==> config.mk <==
export PLATFORM = sky130hd
export DESIGN_NAME = delta_sigma_adc_sequencer
export DESIGN_NICKNAME = d
export VERILOG_FILES = /design/src/adc_seq_pkg.sv /design/src/conv_timer.sv /design/src/delta_sigma_adc_sequencer.sv /design/src/result_fifo.sv
export SDC_FILE = /design/constraint.sdc
export NUM_CORES = 1
export LEC_CHECK = 0
export BUFFER_PORTS_ARGS = -buffer_cell sky130_fd_sc_hd__buf_2
export CAP_MARGIN = 20
export CORE_ASPECT_RATIO = 1.25
export CORE_MARGIN = 10
export CORE_UTILIZATION = 50
export DETAILED_ROUTE_END_ITERATION = 6
export PLACE_DENSITY = 0.68
export SLEW_MARGIN = 40
export SYNTH_ARGS = -nofsm -noshare
export SYNTH_HDL_FRONTEND = slang
export SYNTH_SLANG_ARGS = --single-unit
==> constraint.sdc <==
create_clock -name mclk_i -period 5.1 [get_ports mclk_i]
set_input_delay 0.765 -clock mclk_i [delete_from_list [all_inputs] [get_ports mclk_i]]
set_output_delay 0.765 -clock mclk_i [all_outputs]
set_load 0.05 [all_outputs]
==> src/adc_seq_pkg.sv <==
// Constants, modes and states of the delta-sigma conversion sequencer.
// Assumes one 20 MHz system clock shared by every user of the package.
package adc_seq_pkg;

   // =========================================================
   // Widths
   localparam int DATA_W = 20;
   localparam int PER_W = 16;
   localparam int FIFO_DEPTH = 8;

   // =========================================================
   // Conversion modes
   localparam logic [1:0] MODE_SINGLE = 2'h0;
   localparam logic [1:0] MODE_CONT = 2'h1;
   localparam logic [1:0] MODE_MULTI = 2'h2;
   localparam logic [1:0] MODE_TURBO = 2'h3;

   // =========================================================
   // Decimator priming and resolution limits
   localparam logic [1:0] PRIME_CONV = 2'h3;
   localparam logic [4:0] RES_TURBO_MAX = 5'h10;

   // =========================================================
   // Timing
   localparam int CLK_NS = 50;
   localparam int MOD_RST_NS = 100;
   localparam int MOD_RST_CYC_I = (MOD_RST_NS + CLK_NS - 1) / CLK_NS;
   localparam logic [3:0] MOD_RST_CYC = 4'(MOD_RST_CYC_I);
   localparam logic [PER_W-1:0] CONV_PERIOD_RST = 16'h0001;

   // =========================================================
   // Sequencer states
   typedef enum logic [3:0] {
      ST_IDLE = 4'h1,
      ST_RESET = 4'h2,
      ST_CONV = 4'h4,
      ST_HOLD = 4'h8
   } seq_state_e;

endpackage

==> src/conv_timer.sv <==
// Conversion period divider: one tick per finished conversion.
// Assumes period comes from static configuration on the same clock.
`timescale 1ns/1ps
`default_nettype none

module conv_timer (
   // Clock and reset
   input wire logic mclk_i,
   input wire logic rst_i,
   // Control
   input wire logic en_i,
   input wire logic clr_i,
   input wire logic [adc_seq_pkg::PER_W-1:0] period_i,
   // Tick
   output logic tick_o
);

   logic [adc_seq_pkg::PER_W-1:0] cnt_r, cnt_nxt, last;
   logic tick_r, tick_nxt;

   // =========================================================
   // Divider
   always_comb
   begin
      // Zero period behaves as one cycle
      last = (period_i == '0) ? '0 : period_i - 1'b1;
      cnt_nxt = cnt_r;
      tick_nxt = 1'b0;
      if (clr_i)
      begin
         cnt_nxt = '0;
      end
      else if (en_i)
      begin
         if (cnt_r >= last)
         begin
            cnt_nxt = '0;
            tick_nxt = 1'b1;
         end
         else
         begin
            cnt_nxt = cnt_r + 1'b1;
         end
      end
   end

   always_ff @(posedge mclk_i or posedge rst_i)
   begin
      if (rst_i)
      begin
         cnt_r <= '0;
         tick_r <= 1'b0;
      end
      else
      begin
         cnt_r <= cnt_nxt;
         tick_r <= tick_nxt;
      end
   end

   assign tick_o = tick_r;

endmodule

`default_nettype wire

==> src/delta_sigma_adc_sequencer.sv <==
// Conversion sequencer for a delta-sigma converter's decimator.
// Assumes decimator data is stable on the clock; start pin is async.
// Operation
// - Single mode waits in standby until a start trigger arrives.
// - Single mode runs four conversions; first three only prime.
// - Single result valid after fourth conversion; done raised then.
// - After single result leaves, return to standby for next start.
// - Continuous mode's first result follows three priming conversions.
// - Continuous mode then yields one result per period, no triggers.
// - Multi mode resets converter and reprimes before every sample.
// - Multi mode starts the next sample automatically.
// - Turbo mode equals multi mode for resolutions 8 to 16 bits.
// - Turbo at 17 to 20 bits resets only once, at the end; the code also resets at the start, as every mode does.
// - Continuous mode works with the start pin left unconnected.
// - Done goes high at the end of every conversion that yields a result, not after priming ones.
// - Done and status stay high until the result is read.
// - Any mode starts on software start bit or start pin.
// - After mux switch, data invalid until fourth sample completes.
`timescale 1ns/1ps
`default_nettype none

module delta_sigma_adc_sequencer (
   // Clock and reset
   input wire logic mclk_i,
   input wire logic rst_i,
   // Configuration
   input wire logic [1:0] mode_i,
   input wire logic [4:0] res_bits_i,
   input wire logic [adc_seq_pkg::PER_W-1:0] conv_period_i,
   // Control
   input wire logic sw_start_i,
   input wire logic stop_i,
   input wire logic start_conv_i,
   input wire logic mux_switch_i,
   input wire logic clr_overrun_i,
   // Decimator
   input wire logic [adc_seq_pkg::DATA_W-1:0] dec_data_i,
   output logic mod_reset_o,
   // Result side
   output logic [adc_seq_pkg::DATA_W-1:0] result_o,
   output logic result_valid_o,
   input wire logic rd_ready_i,
   output logic conversion_done_o,
   output logic done_status_o,
   // Status
   output logic conv_active_o,
   output logic overrun_o
);

   adc_seq_pkg::seq_state_e state_r, state_nxt, after;
   logic [1:0] mode_r, mode_nxt, prime_r, prime_nxt;
   logic [3:0] rcnt_r, rcnt_nxt;
   logic turbo_r, turbo_nxt, end_r, end_nxt;
   logic [adc_seq_pkg::DATA_W-1:0] hold_r, hold_nxt, push_data;
   logic ovr_r, ovr_nxt, mrst_r, mrst_nxt, act_r, act_nxt;
   logic sync1_r, sync2_r, sync3_r;
   logic start_evt, push, stream, tick, timer_clr, fifo_rdy, fifo_vld;

   // =========================================================
   // Start pin synchroniser
   // idle pin starts nothing, so it may stay unconnected
   always_ff @(posedge mclk_i or posedge rst_i)
   begin
      if (rst_i)
      begin
         sync1_r <= 1'b0;
         sync2_r <= 1'b0;
         sync3_r <= 1'b0;
      end
      else
      begin
         sync1_r <= start_conv_i;
         sync2_r <= sync1_r;
         sync3_r <= sync2_r;
      end
   end

   assign start_evt = sw_start_i | (sync2_r & ~sync3_r);

   // =========================================================
   // Conversion period
   conv_timer u_timer (
      .mclk_i(mclk_i),
      .rst_i(rst_i),
      .en_i(state_r == adc_seq_pkg::ST_CONV),
      .clr_i(timer_clr),
      .period_i(conv_period_i),
      .tick_o(tick)
   );

   // =========================================================
   // Sequencer
   always_comb
   begin
      state_nxt = state_r;
      mode_nxt = mode_r;
      prime_nxt = prime_r;
      rcnt_nxt = rcnt_r;
      turbo_nxt = turbo_r;
      end_nxt = end_r;
      hold_nxt = hold_r;
      push = 1'b0;
      push_data = dec_data_i;
      timer_clr = 1'b0;
      // Clear first, so a set in the same cycle wins
      ovr_nxt = ovr_r & ~clr_overrun_i;
      stream = (mode_r == adc_seq_pkg::MODE_CONT) ||
               ((mode_r == adc_seq_pkg::MODE_TURBO) && turbo_r);
      if (mode_r == adc_seq_pkg::MODE_SINGLE)
      begin
         after = adc_seq_pkg::ST_IDLE;
      end
      else if (stream)
      begin
         after = adc_seq_pkg::ST_CONV;
      end
      else
      begin
         after = adc_seq_pkg::ST_RESET;
      end
      case (state_r)
         adc_seq_pkg::ST_IDLE:
         begin
            if (start_evt)
            begin
               mode_nxt = mode_i;
               // only above 16 bits turbo differs
               turbo_nxt = (res_bits_i > adc_seq_pkg::RES_TURBO_MAX);
               end_nxt = 1'b0;
               rcnt_nxt = '0;
               state_nxt = adc_seq_pkg::ST_RESET;
            end
         end
         adc_seq_pkg::ST_RESET:
         begin
            if (rcnt_r == adc_seq_pkg::MOD_RST_CYC - 4'h1)
            begin
               rcnt_nxt = '0;
               prime_nxt = '0;
               timer_clr = 1'b1;
               state_nxt = end_r ? adc_seq_pkg::ST_IDLE :
                           adc_seq_pkg::ST_CONV;
            end
            else
            begin
               rcnt_nxt = rcnt_r + 4'h1;
            end
         end
         adc_seq_pkg::ST_CONV:
         begin
            if (stop_i)
            begin
               // high-res turbo resets once, at the end
               end_nxt = (mode_r == adc_seq_pkg::MODE_TURBO) & turbo_r;
               state_nxt = end_nxt ? adc_seq_pkg::ST_RESET :
                           adc_seq_pkg::ST_IDLE;
            end
            else if (mux_switch_i)
            begin
               prime_nxt = '0;
               timer_clr = 1'b1;
            end
            else if (tick)
            begin
               if (prime_r != adc_seq_pkg::PRIME_CONV)
               begin
                  prime_nxt = prime_r + 2'h1;
               end
               else if (fifo_rdy)
               begin
                  push = 1'b1;
                  state_nxt = after;
               end
               // Streaming cannot wait; losing a word is flagged
               else if (stream)
               begin
                  ovr_nxt = 1'b1;
               end
               else
               begin
                  hold_nxt = dec_data_i;
                  state_nxt = adc_seq_pkg::ST_HOLD;
               end
            end
         end
         adc_seq_pkg::ST_HOLD:
         begin
            if (stop_i)
            begin
               state_nxt = adc_seq_pkg::ST_IDLE;
            end
            else if (fifo_rdy)
            begin
               push = 1'b1;
               push_data = hold_r;
               state_nxt = after;
            end
         end
         default:
         begin
            state_nxt = adc_seq_pkg::ST_IDLE;
         end
      endcase
      mrst_nxt = (state_nxt == adc_seq_pkg::ST_RESET);
      act_nxt = (state_nxt != adc_seq_pkg::ST_IDLE);
   end

   always_ff @(posedge mclk_i or posedge rst_i)
   begin
      if (rst_i)
      begin
         state_r <= adc_seq_pkg::ST_IDLE;
         mode_r <= adc_seq_pkg::MODE_SINGLE;
         prime_r <= '0;
         rcnt_r <= '0;
         turbo_r <= 1'b0;
         end_r <= 1'b0;
         hold_r <= '0;
         ovr_r <= 1'b0;
         mrst_r <= 1'b0;
         act_r <= 1'b0;
      end
      else
      begin
         state_r <= state_nxt;
         mode_r <= mode_nxt;
         prime_r <= prime_nxt;
         rcnt_r <= rcnt_nxt;
         turbo_r <= turbo_nxt;
         end_r <= end_nxt;
         hold_r <= hold_nxt;
         ovr_r <= ovr_nxt;
         mrst_r <= mrst_nxt;
         act_r <= act_nxt;
      end
   end

   // =========================================================
   // Result buffer
   result_fifo #(
      .W(adc_seq_pkg::DATA_W),
      .DEPTH(adc_seq_pkg::FIFO_DEPTH)
   ) u_fifo (
      .mclk_i(mclk_i),
      .rst_i(rst_i),
      .in_valid_i(push),
      .in_ready_o(fifo_rdy),
      .in_data_i(push_data),
      .out_valid_o(fifo_vld),
      .out_ready_i(rd_ready_i),
      .out_data_o(result_o)
   );

   assign conversion_done_o = fifo_vld;
   assign done_status_o = fifo_vld;
   assign result_valid_o = fifo_vld;
   assign mod_reset_o = mrst_r;
   assign conv_active_o = act_r;
   assign overrun_o = ovr_r;

   // =========================================================
   // Checks
   chk_idle_wait: assert property (@(posedge mclk_i) disable iff (rst_i)
      (state_r == adc_seq_pkg::ST_IDLE) && !start_evt
      |=> (state_r == adc_seq_pkg::ST_IDLE) && !conv_active_o)
      else $error("left standby without start");
   chk_prime_count: assert property (@(posedge mclk_i) disable iff (rst_i)
      push && (state_r == adc_seq_pkg::ST_CONV)
      |-> prime_r == adc_seq_pkg::PRIME_CONV && tick)
      else $error("result before priming done");
   chk_single_back: assert property (@(posedge mclk_i) disable iff (rst_i)
      push && (mode_r == adc_seq_pkg::MODE_SINGLE)
      |=> (state_r == adc_seq_pkg::ST_IDLE) && conversion_done_o)
      else $error("single mode did not return to standby");
   chk_multi_reset: assert property (@(posedge mclk_i) disable iff (rst_i)
      push && (mode_r == adc_seq_pkg::MODE_MULTI)
      |=> mod_reset_o ##2 (state_r == adc_seq_pkg::ST_CONV))
      else $error("multi mode did not reprime");
   chk_turbo_once: assert property (@(posedge mclk_i) disable iff (rst_i)
      push && (mode_r == adc_seq_pkg::MODE_TURBO) && turbo_r
      |=> !mod_reset_o && (state_r == adc_seq_pkg::ST_CONV))
      else $error("high-res turbo reset between samples");
   chk_cont_runs: assert property (@(posedge mclk_i) disable iff (rst_i)
      push && (mode_r == adc_seq_pkg::MODE_CONT)
      |=> (state_r == adc_seq_pkg::ST_CONV) &&
          (prime_r == adc_seq_pkg::PRIME_CONV))
      else $error("continuous mode stopped streaming");
   chk_done_after: assert property (@(posedge mclk_i) disable iff (rst_i)
      push |=> conversion_done_o && done_status_o)
      else $error("done not raised after conversion");
   chk_done_holds: assert property (@(posedge mclk_i) disable iff (rst_i)
      conversion_done_o && !rd_ready_i |=> conversion_done_o)
      else $error("done dropped before read");
   chk_mode_latch: assert property (@(posedge mclk_i) disable iff (rst_i)
      (state_r == adc_seq_pkg::ST_IDLE) && start_evt
      |=> mode_r == $past(mode_i) && conv_active_o)
      else $error("mode not sampled at start");
   chk_mux_reprime: assert property (@(posedge mclk_i) disable iff (rst_i)
      (state_r == adc_seq_pkg::ST_CONV) && mux_switch_i && !stop_i
      |=> (prime_r == 2'h0) && !push)
      else $error("mux switch did not restart priming");

endmodule

`default_nettype wire

==> src/result_fifo.sv <==
// Result FIFO between the sequencer and the reading party.
// Assumes push and pop come from logic on the same clock.
`timescale 1ns/1ps
`default_nettype none

module result_fifo #(
   parameter int W = 20,
   parameter int DEPTH = 8
) (
   // Clock and reset
   input wire logic mclk_i,
   input wire logic rst_i,
   // Filling side
   input wire logic in_valid_i,
   output logic in_ready_o,
   input wire logic [W-1:0] in_data_i,
   // Draining side
   output logic out_valid_o,
   input wire logic out_ready_i,
   output logic [W-1:0] out_data_o
);

   localparam int AW = $clog2(DEPTH);
   localparam logic [AW:0] DEPTH_C = (AW+1)'(DEPTH);
   localparam logic [AW-1:0] LAST_C = AW'(DEPTH - 1);

   logic [W-1:0] mem_r [DEPTH];
   logic [AW-1:0] wr_r, wr_nxt, rd_r, rd_nxt;
   logic [AW:0] cnt_r, cnt_nxt;
   logic full_r, full_nxt, vld_r, vld_nxt;
   logic push, pop;

   // =========================================================
   // Pointer and level update
   always_comb
   begin
      push = in_valid_i & ~full_r;
      pop = out_ready_i & vld_r;
      wr_nxt = push ? ((wr_r == LAST_C) ? '0 : wr_r + 1'b1) : wr_r;
      rd_nxt = pop ? ((rd_r == LAST_C) ? '0 : rd_r + 1'b1) : rd_r;
      cnt_nxt = cnt_r;
      if (push && !pop)
      begin
         cnt_nxt = cnt_r + 1'b1;
      end
      else if (pop && !push)
      begin
         cnt_nxt = cnt_r - 1'b1;
      end
      full_nxt = (cnt_nxt == DEPTH_C);
      vld_nxt = (cnt_nxt != '0);
   end

   always_ff @(posedge mclk_i or posedge rst_i)
   begin
      if (rst_i)
      begin
         wr_r <= '0;
         rd_r <= '0;
         cnt_r <= '0;
         full_r <= 1'b0;
         vld_r <= 1'b0;
      end
      else
      begin
         wr_r <= wr_nxt;
         rd_r <= rd_nxt;
         cnt_r <= cnt_nxt;
         full_r <= full_nxt;
         vld_r <= vld_nxt;
      end
   end

   // Storage has no reset; valid flag masks stale words
   always_ff @(posedge mclk_i)
   begin
      if (push)
      begin
         mem_r[wr_r] <= in_data_i;
      end
   end

   assign in_ready_o = ~full_r;
   assign out_valid_o = vld_r;
   assign out_data_o = mem_r[rd_r];

endmodule

`default_nettype wire

### Word-level counts from Yosys, hierarchy flattened

Memory sizes are Yosys's and may differ from the RTL's.
Cells that the tools add are included.
Widths: inputs -> output; s select.

| word-level totals | value |
|---|---|
| bits in writable memories | 160 |
| output and inout port bits | 26 |
| bits of input ports | 51 |
| memories kept | 1 |
| register bits after elaboration | 69 |

Memory list:

| memory | depth | width | read ports | clocked after memory_dff | wr ports | RTL line | source |
|---|---|---|---|---|---|---|---|
| u_fifo.mem_r | 8 | 20 | 1 | 0 | 1 | result_fifo.sv:27 | `logic [W-1:0] mem_r [DEPTH];` |

| cells by class | value |
|---|---|
| multiplexer cells | 61 |
| equality and inequality tests | 19 |
| reductions and logical operators | 18 |
| $lt $le $gt $ge | 2 |
| $add $sub $neg | 8 |
| bitwise gates (word level) | 13 |

Operators by type and width:

| kind | number |
|---|---|
| $mux 16 | 4 |
| $mux 20 | 3 |
| $mux 4 | 14 |
| $mux 1 | 23 |
| $add 16x1->16 const B | 1 |
| $ge 16x16->1 | 1 |
| $logic_not 16->1 | 1 |
| $pmux 4 s4 | 1 |
| $sub 16x1->16 const B | 1 |
| $mux 3 | 5 |
| $mux 2 | 6 |
| $ne 2x2->1 const B | 5 |
| $add 4x1->4 const B | 2 |
| $eq 4x1->1 const B | 2 |
| $eq 4x2->1 const B | 2 |
| $eq 4x4->1 const B | 2 |
| $pmux 4 s2 | 1 |
| $reduce_bool 2->1 | 4 |
| $not 1->1 | 7 |
| $reduce_and 7->1 | 1 |
| $add 3x1->3 const B | 2 |
| $eq 3x3->1 const B | 2 |
| $ne 3x3->1 const B | 2 |
| $pmux 1 s2 | 3 |
| other kinds (18) | 26 |

### Logic depth before layout (Yosys ltp)

| logic depth | value |
|---|---|
| depth in word-level cells | 12 |
| gate-level depth with buffers | 14 |
| gate-level depth less buffers | 13 |

### Modules after synthesis

From an unflattened synthesis, not the netlist that was laid out.

| unflattened totals | value |
|---|---|
| cells, all modules | 690 |
| area, all modules | 10601.4 um^2 |

By module, submodules not included:

| module | cells each | area each (um^2) | instances | seq. area each (um^2) |
|---|---|---|---|---|
| result_fifo | 314 | 6855.3 | 1 | 5104.9 |
| delta_sigma_adc_sequencer | 176 | 2168.3 | 1 | 1002.2 |
| conv_timer | 200 | 1577.8 | 1 | 425.4 |

### Worst setup path after synthesis

No wires, ideal clock.

| timing | value |
|---|---|
| path kind | input -> register |
| from | in stop_i |
| to | mem u_fifo.mem_r[0][0] (enable) |
| stages | 4 |
| slack | 1.057 ns |
| data required time | 4.652 ns |
| data arrival time | 3.594 ns |
| cells stage by stage | clkbuf_1 > nor4_2 > nand2_1 > nor4_1 |

| on the way | value |
|---|---|
| word-level cells in the longest chain between the ends | 5 |

Ends and longest elaborated chain:

| what | RTL line | source |
|---|---|---|
| start: declaration | delta_sigma_adc_sequencer.sv:32 | `input wire logic stop_i,` |
| $mux 1, on equally long branches | delta_sigma_adc_sequencer.sv:188, delta_sigma_adc_sequencer.sv:151 |  |
| $pmux 1 s2 * | delta_sigma_adc_sequencer.sv:121 | `case (state_r)` |
| $and 1x1->1 * | result_fifo.sv:37 | `push = in_valid_i & ~full_r;` |
| $mux 1 * | result_fifo.sv:77 | `if (push)` |
| $mux 1 (not written as such) * | result_fifo.sv:79 | `mem_r[wr_r] <= in_data_i;` |
| end: declaration | result_fifo.sv:27 |  |

Every way passes the cells marked *; elsewhere a longest branch is shown, timed or not.

### Worst setup path in the final report

| timing | value |
|---|---|
| from | in conv_period_i[9] (netlist bit) |
| to | reg u_timer.cnt_r[9] (netlist bit) |

| on the way | value |
|---|---|
| word-level cells in the longest chain between the ends | 6 |

Ends and longest elaborated chain:

| what | RTL line | source |
|---|---|---|
| start: declaration | delta_sigma_adc_sequencer.sv:29 | `input wire logic [adc_seq_pkg::PER_W-1:0] conv_period_i,` |
| $sub 16x1->16 / $logic_not 16->1 (equally long branches) | conv_timer.sv:26 | `last = (period_i == '0) ? '0 : period_i - 1'b1;` |
| $mux 16 * | conv_timer.sv:26 |  |
| $ge 16x16->1 * | conv_timer.sv:35 | `if (cnt_r >= last)` |
| $mux 16 * | conv_timer.sv:35 |  |
| $mux 16 * | conv_timer.sv:33 | `else if (en_i)` |
| $mux 16 * | conv_timer.sv:29 | `if (clr_i)` |
| end signal: assignment | conv_timer.sv:56 | `cnt_r <= cnt_nxt;` |
| end: declaration | conv_timer.sv:18 | `logic [adc_seq_pkg::PER_W-1:0] cnt_r, cnt_nxt, last;` |

Every way passes the cells marked *; elsewhere a longest branch is shown, timed or not. The select of a mux whose other input is x is not followed.
A chain may end at the register's enable or synchronous reset.

==> run summary <==
H-tree depth -> 1
Die X -> 148.3 µm
Worst stage delay on the critical path -> 540 ps
Syn_area_per_cell -> 15.17 µm²
Row count -> 58
Vias in the first global route -> 6502
Crit-path cells -> buf_2 > or4_4 > or3_4 > nor4b_4 > nand3b_1 > nor3_1 > a21oi_1 > ha_1 > nand4_1 > nand2b_1 > and2_0 > nand2_1 > o311ai_0
Crit path arrival time -> 4320 ps
Max Buffers Root-to-Sink -> 3
FMAX -> 254.0 MHz
Initial Util -> 50.99%
Total of max-cap violations -> 0
Remaining DRCs -> 0
Final HPWL from detailed placement -> 13550 µm
Reg2Reg Depth -> 6
Cell Pwr Density -> 465.6 nW/µm²
Worst Hold Class -> input port to asynchronous set/reset pin
CP max FO -> 14
N_diodes -> 0
Final period util -> 77.21%
Initial DRC Count -> 291
Ys async rst share -> 30.13%
Hold Fails Final Rpt -> 0
Fin Setup TNS -> 0 ps
Initial antenna violation count -> 0
Total number of vias -> 6062
Max-slew violations -> 0
RSZ-0062 raised after global routing -> no
Flops & latches, synth -> 229
Overall Power -> 5.479 mW
Hold_ws -> 312.5 ps
Vias per std cell -> 5.762
Num ports -> 77
Synth Warn # -> 0
Clock transition at path regs -> 70 ps
Crit Reg-Reg Startpoint -> state_r[3]
Register area -> 6536 µm²
Post-Synthesis Net Count -> 757
Num CTS Buffers -> 22
Share of layout cells above drive strength 1 -> 31.84%
Critical-path top delay cell -> or4_4
Clock Latency Late Sink -> 500 ps
Area of the multi-input gates -> 3597 µm²
Pin count of the biggest net entering global routing -> 40
Lkg Pwr -> 4.406 nW
Area growth syn-to-layout -> 14.38%
Cell Count, Final, Fillers Out -> 1052
Die area -> 26750 µm²
Synth Flop Type -> edfxtp_1
I/O Buffers -> 76
Number of synthesized flops with an enable pin -> 160
Type of destination of the critical path -> register
Worst Tran Pin Value -> 784.4 ps
Reg-to-Reg End -> u_timer.cnt_r[9]
Setup violations, final -> 0
CP Launch Type -> input port
Final nets -> 845
Minimum clock period -> 3938 ps
CTS tree -> yes
VDD IR max -> 0.2893 mV
Worst rel slew slack -> 47.71%
Syn Inst Count -> 678
Setup Buffers After CTS -> 0
First-pass GRT wire length -> 33840 µm
Routed length per instance -> 20.13 µm
Total grt overflow -> 0
Netlist cell types -> 63
Clk sink count -> 229
Total Routing Usage GR -> 15.71%
Core area -> 20170 µm²
First drt pass iteration count -> 5
Flop-to-flop setup slack -> 2500 ps
Setup Skew -> 8.830 ps
Sequential area share after synthesis -> 63.50%
Clock Root Buffer -> clkbuf_16
Placed cell count -> 1012
Routed Antenna Nets -> 0
Setup CP Type -> input port to register
Post-synthesis instance area -> 10290 µm²
Routability cong. -> 0.8122
Die height -> 180.4 µm
Fill count -> 1622
Worst EP required -> 5480 ps
CTS Hold Buffers Added -> 0
PostCTS Resize Cnt -> 0
Post-Route WL -> 21170 µm
Crit path launch -> conv_period_i[9]
Outcome -> finished clean
[routing by layer]
| metal | vias up | routed length (µm) | track usage, % |
|---|---|---|---|
| met1 | 3103 | 8684 | 18.68 |
| met3 | 26 | 904 | 2.638 |
| met2 | 135 | 11170 | 28.05 |
| li1 | 2798 | - | - |
| met5 | - | 0 | 0 |
| met4 | 0 | 415 | 5.123 |
[how the worst max path moves through the flow]
stage                    endpoint  slack (ps)
3_3_place_gp    u_timer.cnt_r[13]         810
6_report         u_timer.cnt_r[9]        1160
3_5_place_dp    u_timer.cnt_r[10]         640
2_1_floorplan  u_fifo.mem_r[0][0]        1060
4_1_cts          u_timer.cnt_r[9]        1170
5_1_grt         u_timer.cnt_r[10]         850
[logic make-up after synthesis]
group,share of synthesized area [%]
muxes,15.86
and+or+nand+nor,8.757
adders and majority gates,3.406
xor gates and xnor gates,1.532
AOI/OAI and AO/OA,5.108
buffers and inverters,1.836
DFF,63.50
[registers in the layout, indices dropped and copies added (netlist names), 2 cells and up]
signal	flops
rcnt_r	4
u_timer.cnt_r	16
mode_r	2
u_fifo.mem_r	160
prime_r	2
state_r	4
u_fifo.wr_r	3
hold_r	20
u_fifo.rd_r	3
u_fifo.cnt_r	4
[synth_stat cells (17+ instances only)]
cell	count	area share (%)
nand3_1	17	0.83
inv_1	17	0.62
nand2_1	53	1.9
mux4_2	40	8.8
dfrtp_1	68	17
nor3_1	18	0.88
o21ai_0	21	1.0
ha_1	28	3.4
nor2_1	24	0.88
edfxtp_1	160	47
mux2_2	64	7.0
a21oi_1	17	0.83
[metrics by stage]
| step | cell area, µm² | worst slack [ps] | utilization, % |
|---|---|---|---|
| after CTS | 11770 | 1170 | 58.32 |
| final | 11770 | 1162 | 58.32 |
| after global placement | 11020 | 811.7 | 54.64 |
| after floorplan | 10290 | 1057 | - |
| after global routing | 11770 | 849.8 | 58.32 |
| after detailed placement | 11030 | 639.2 | 54.68 |
[critical path: cells and delay by family]
family	cells	cell delay, ps
simple gates	9	2650
compound gates	2	470
fa+ha+maj	1	310
buf+inv	1	110
[power breakdown]
group / internal [mW] / switching, mW / total [mW]
registers: 2.08 / 0.187 / 2.26
clock network: 0.959 / 0.687 / 1.65
logic: 0.626 / 0.943 / 1.57
total: 3.66 / 1.82 / 5.48
[layout by cell type, fill, tap and decap left out, types with 6 or more instances in the layout]
cell type | synthesis | layout
xor2_1 | 11 | 11
nand4_1 | 12 | 12
nor3_1 | 18 | 14
inv_1 | 17 | 16
dfrtp_1 | 68 | 67
o21ai_0 | 21 | 20
buf_2 | 7 | 76
edfxtp_1 | 160 | 160
o311ai_0 | 6 | 6
mux2_2 | 64 | 64
buf_4 | 2 | 15
mux4_2 | 40 | 40
nor2b_1 | 7 | 6
nand3_1 | 17 | 17
ha_1 | 28 | 28
nor2_1 | 24 | 23
xnor2_1 | 7 | 7
a21oi_1 | 17 | 17
nand2b_1 | 12 | 12
clkbuf_16 | 0 | 23
nand2_1 | 53 | 53
[layout make-up]
class                           count  area share (%)
Clock inverter                     12           1.031
Sequential cell                   229           55.55
Multi-Input combinational cell    405           30.57
Inverter                           17          0.5636
Tap cell                          270           2.871
Clock buffer                       28           5.221
Timing Repair Buffer               91           4.190
Power figures use the tool's default switching activity.
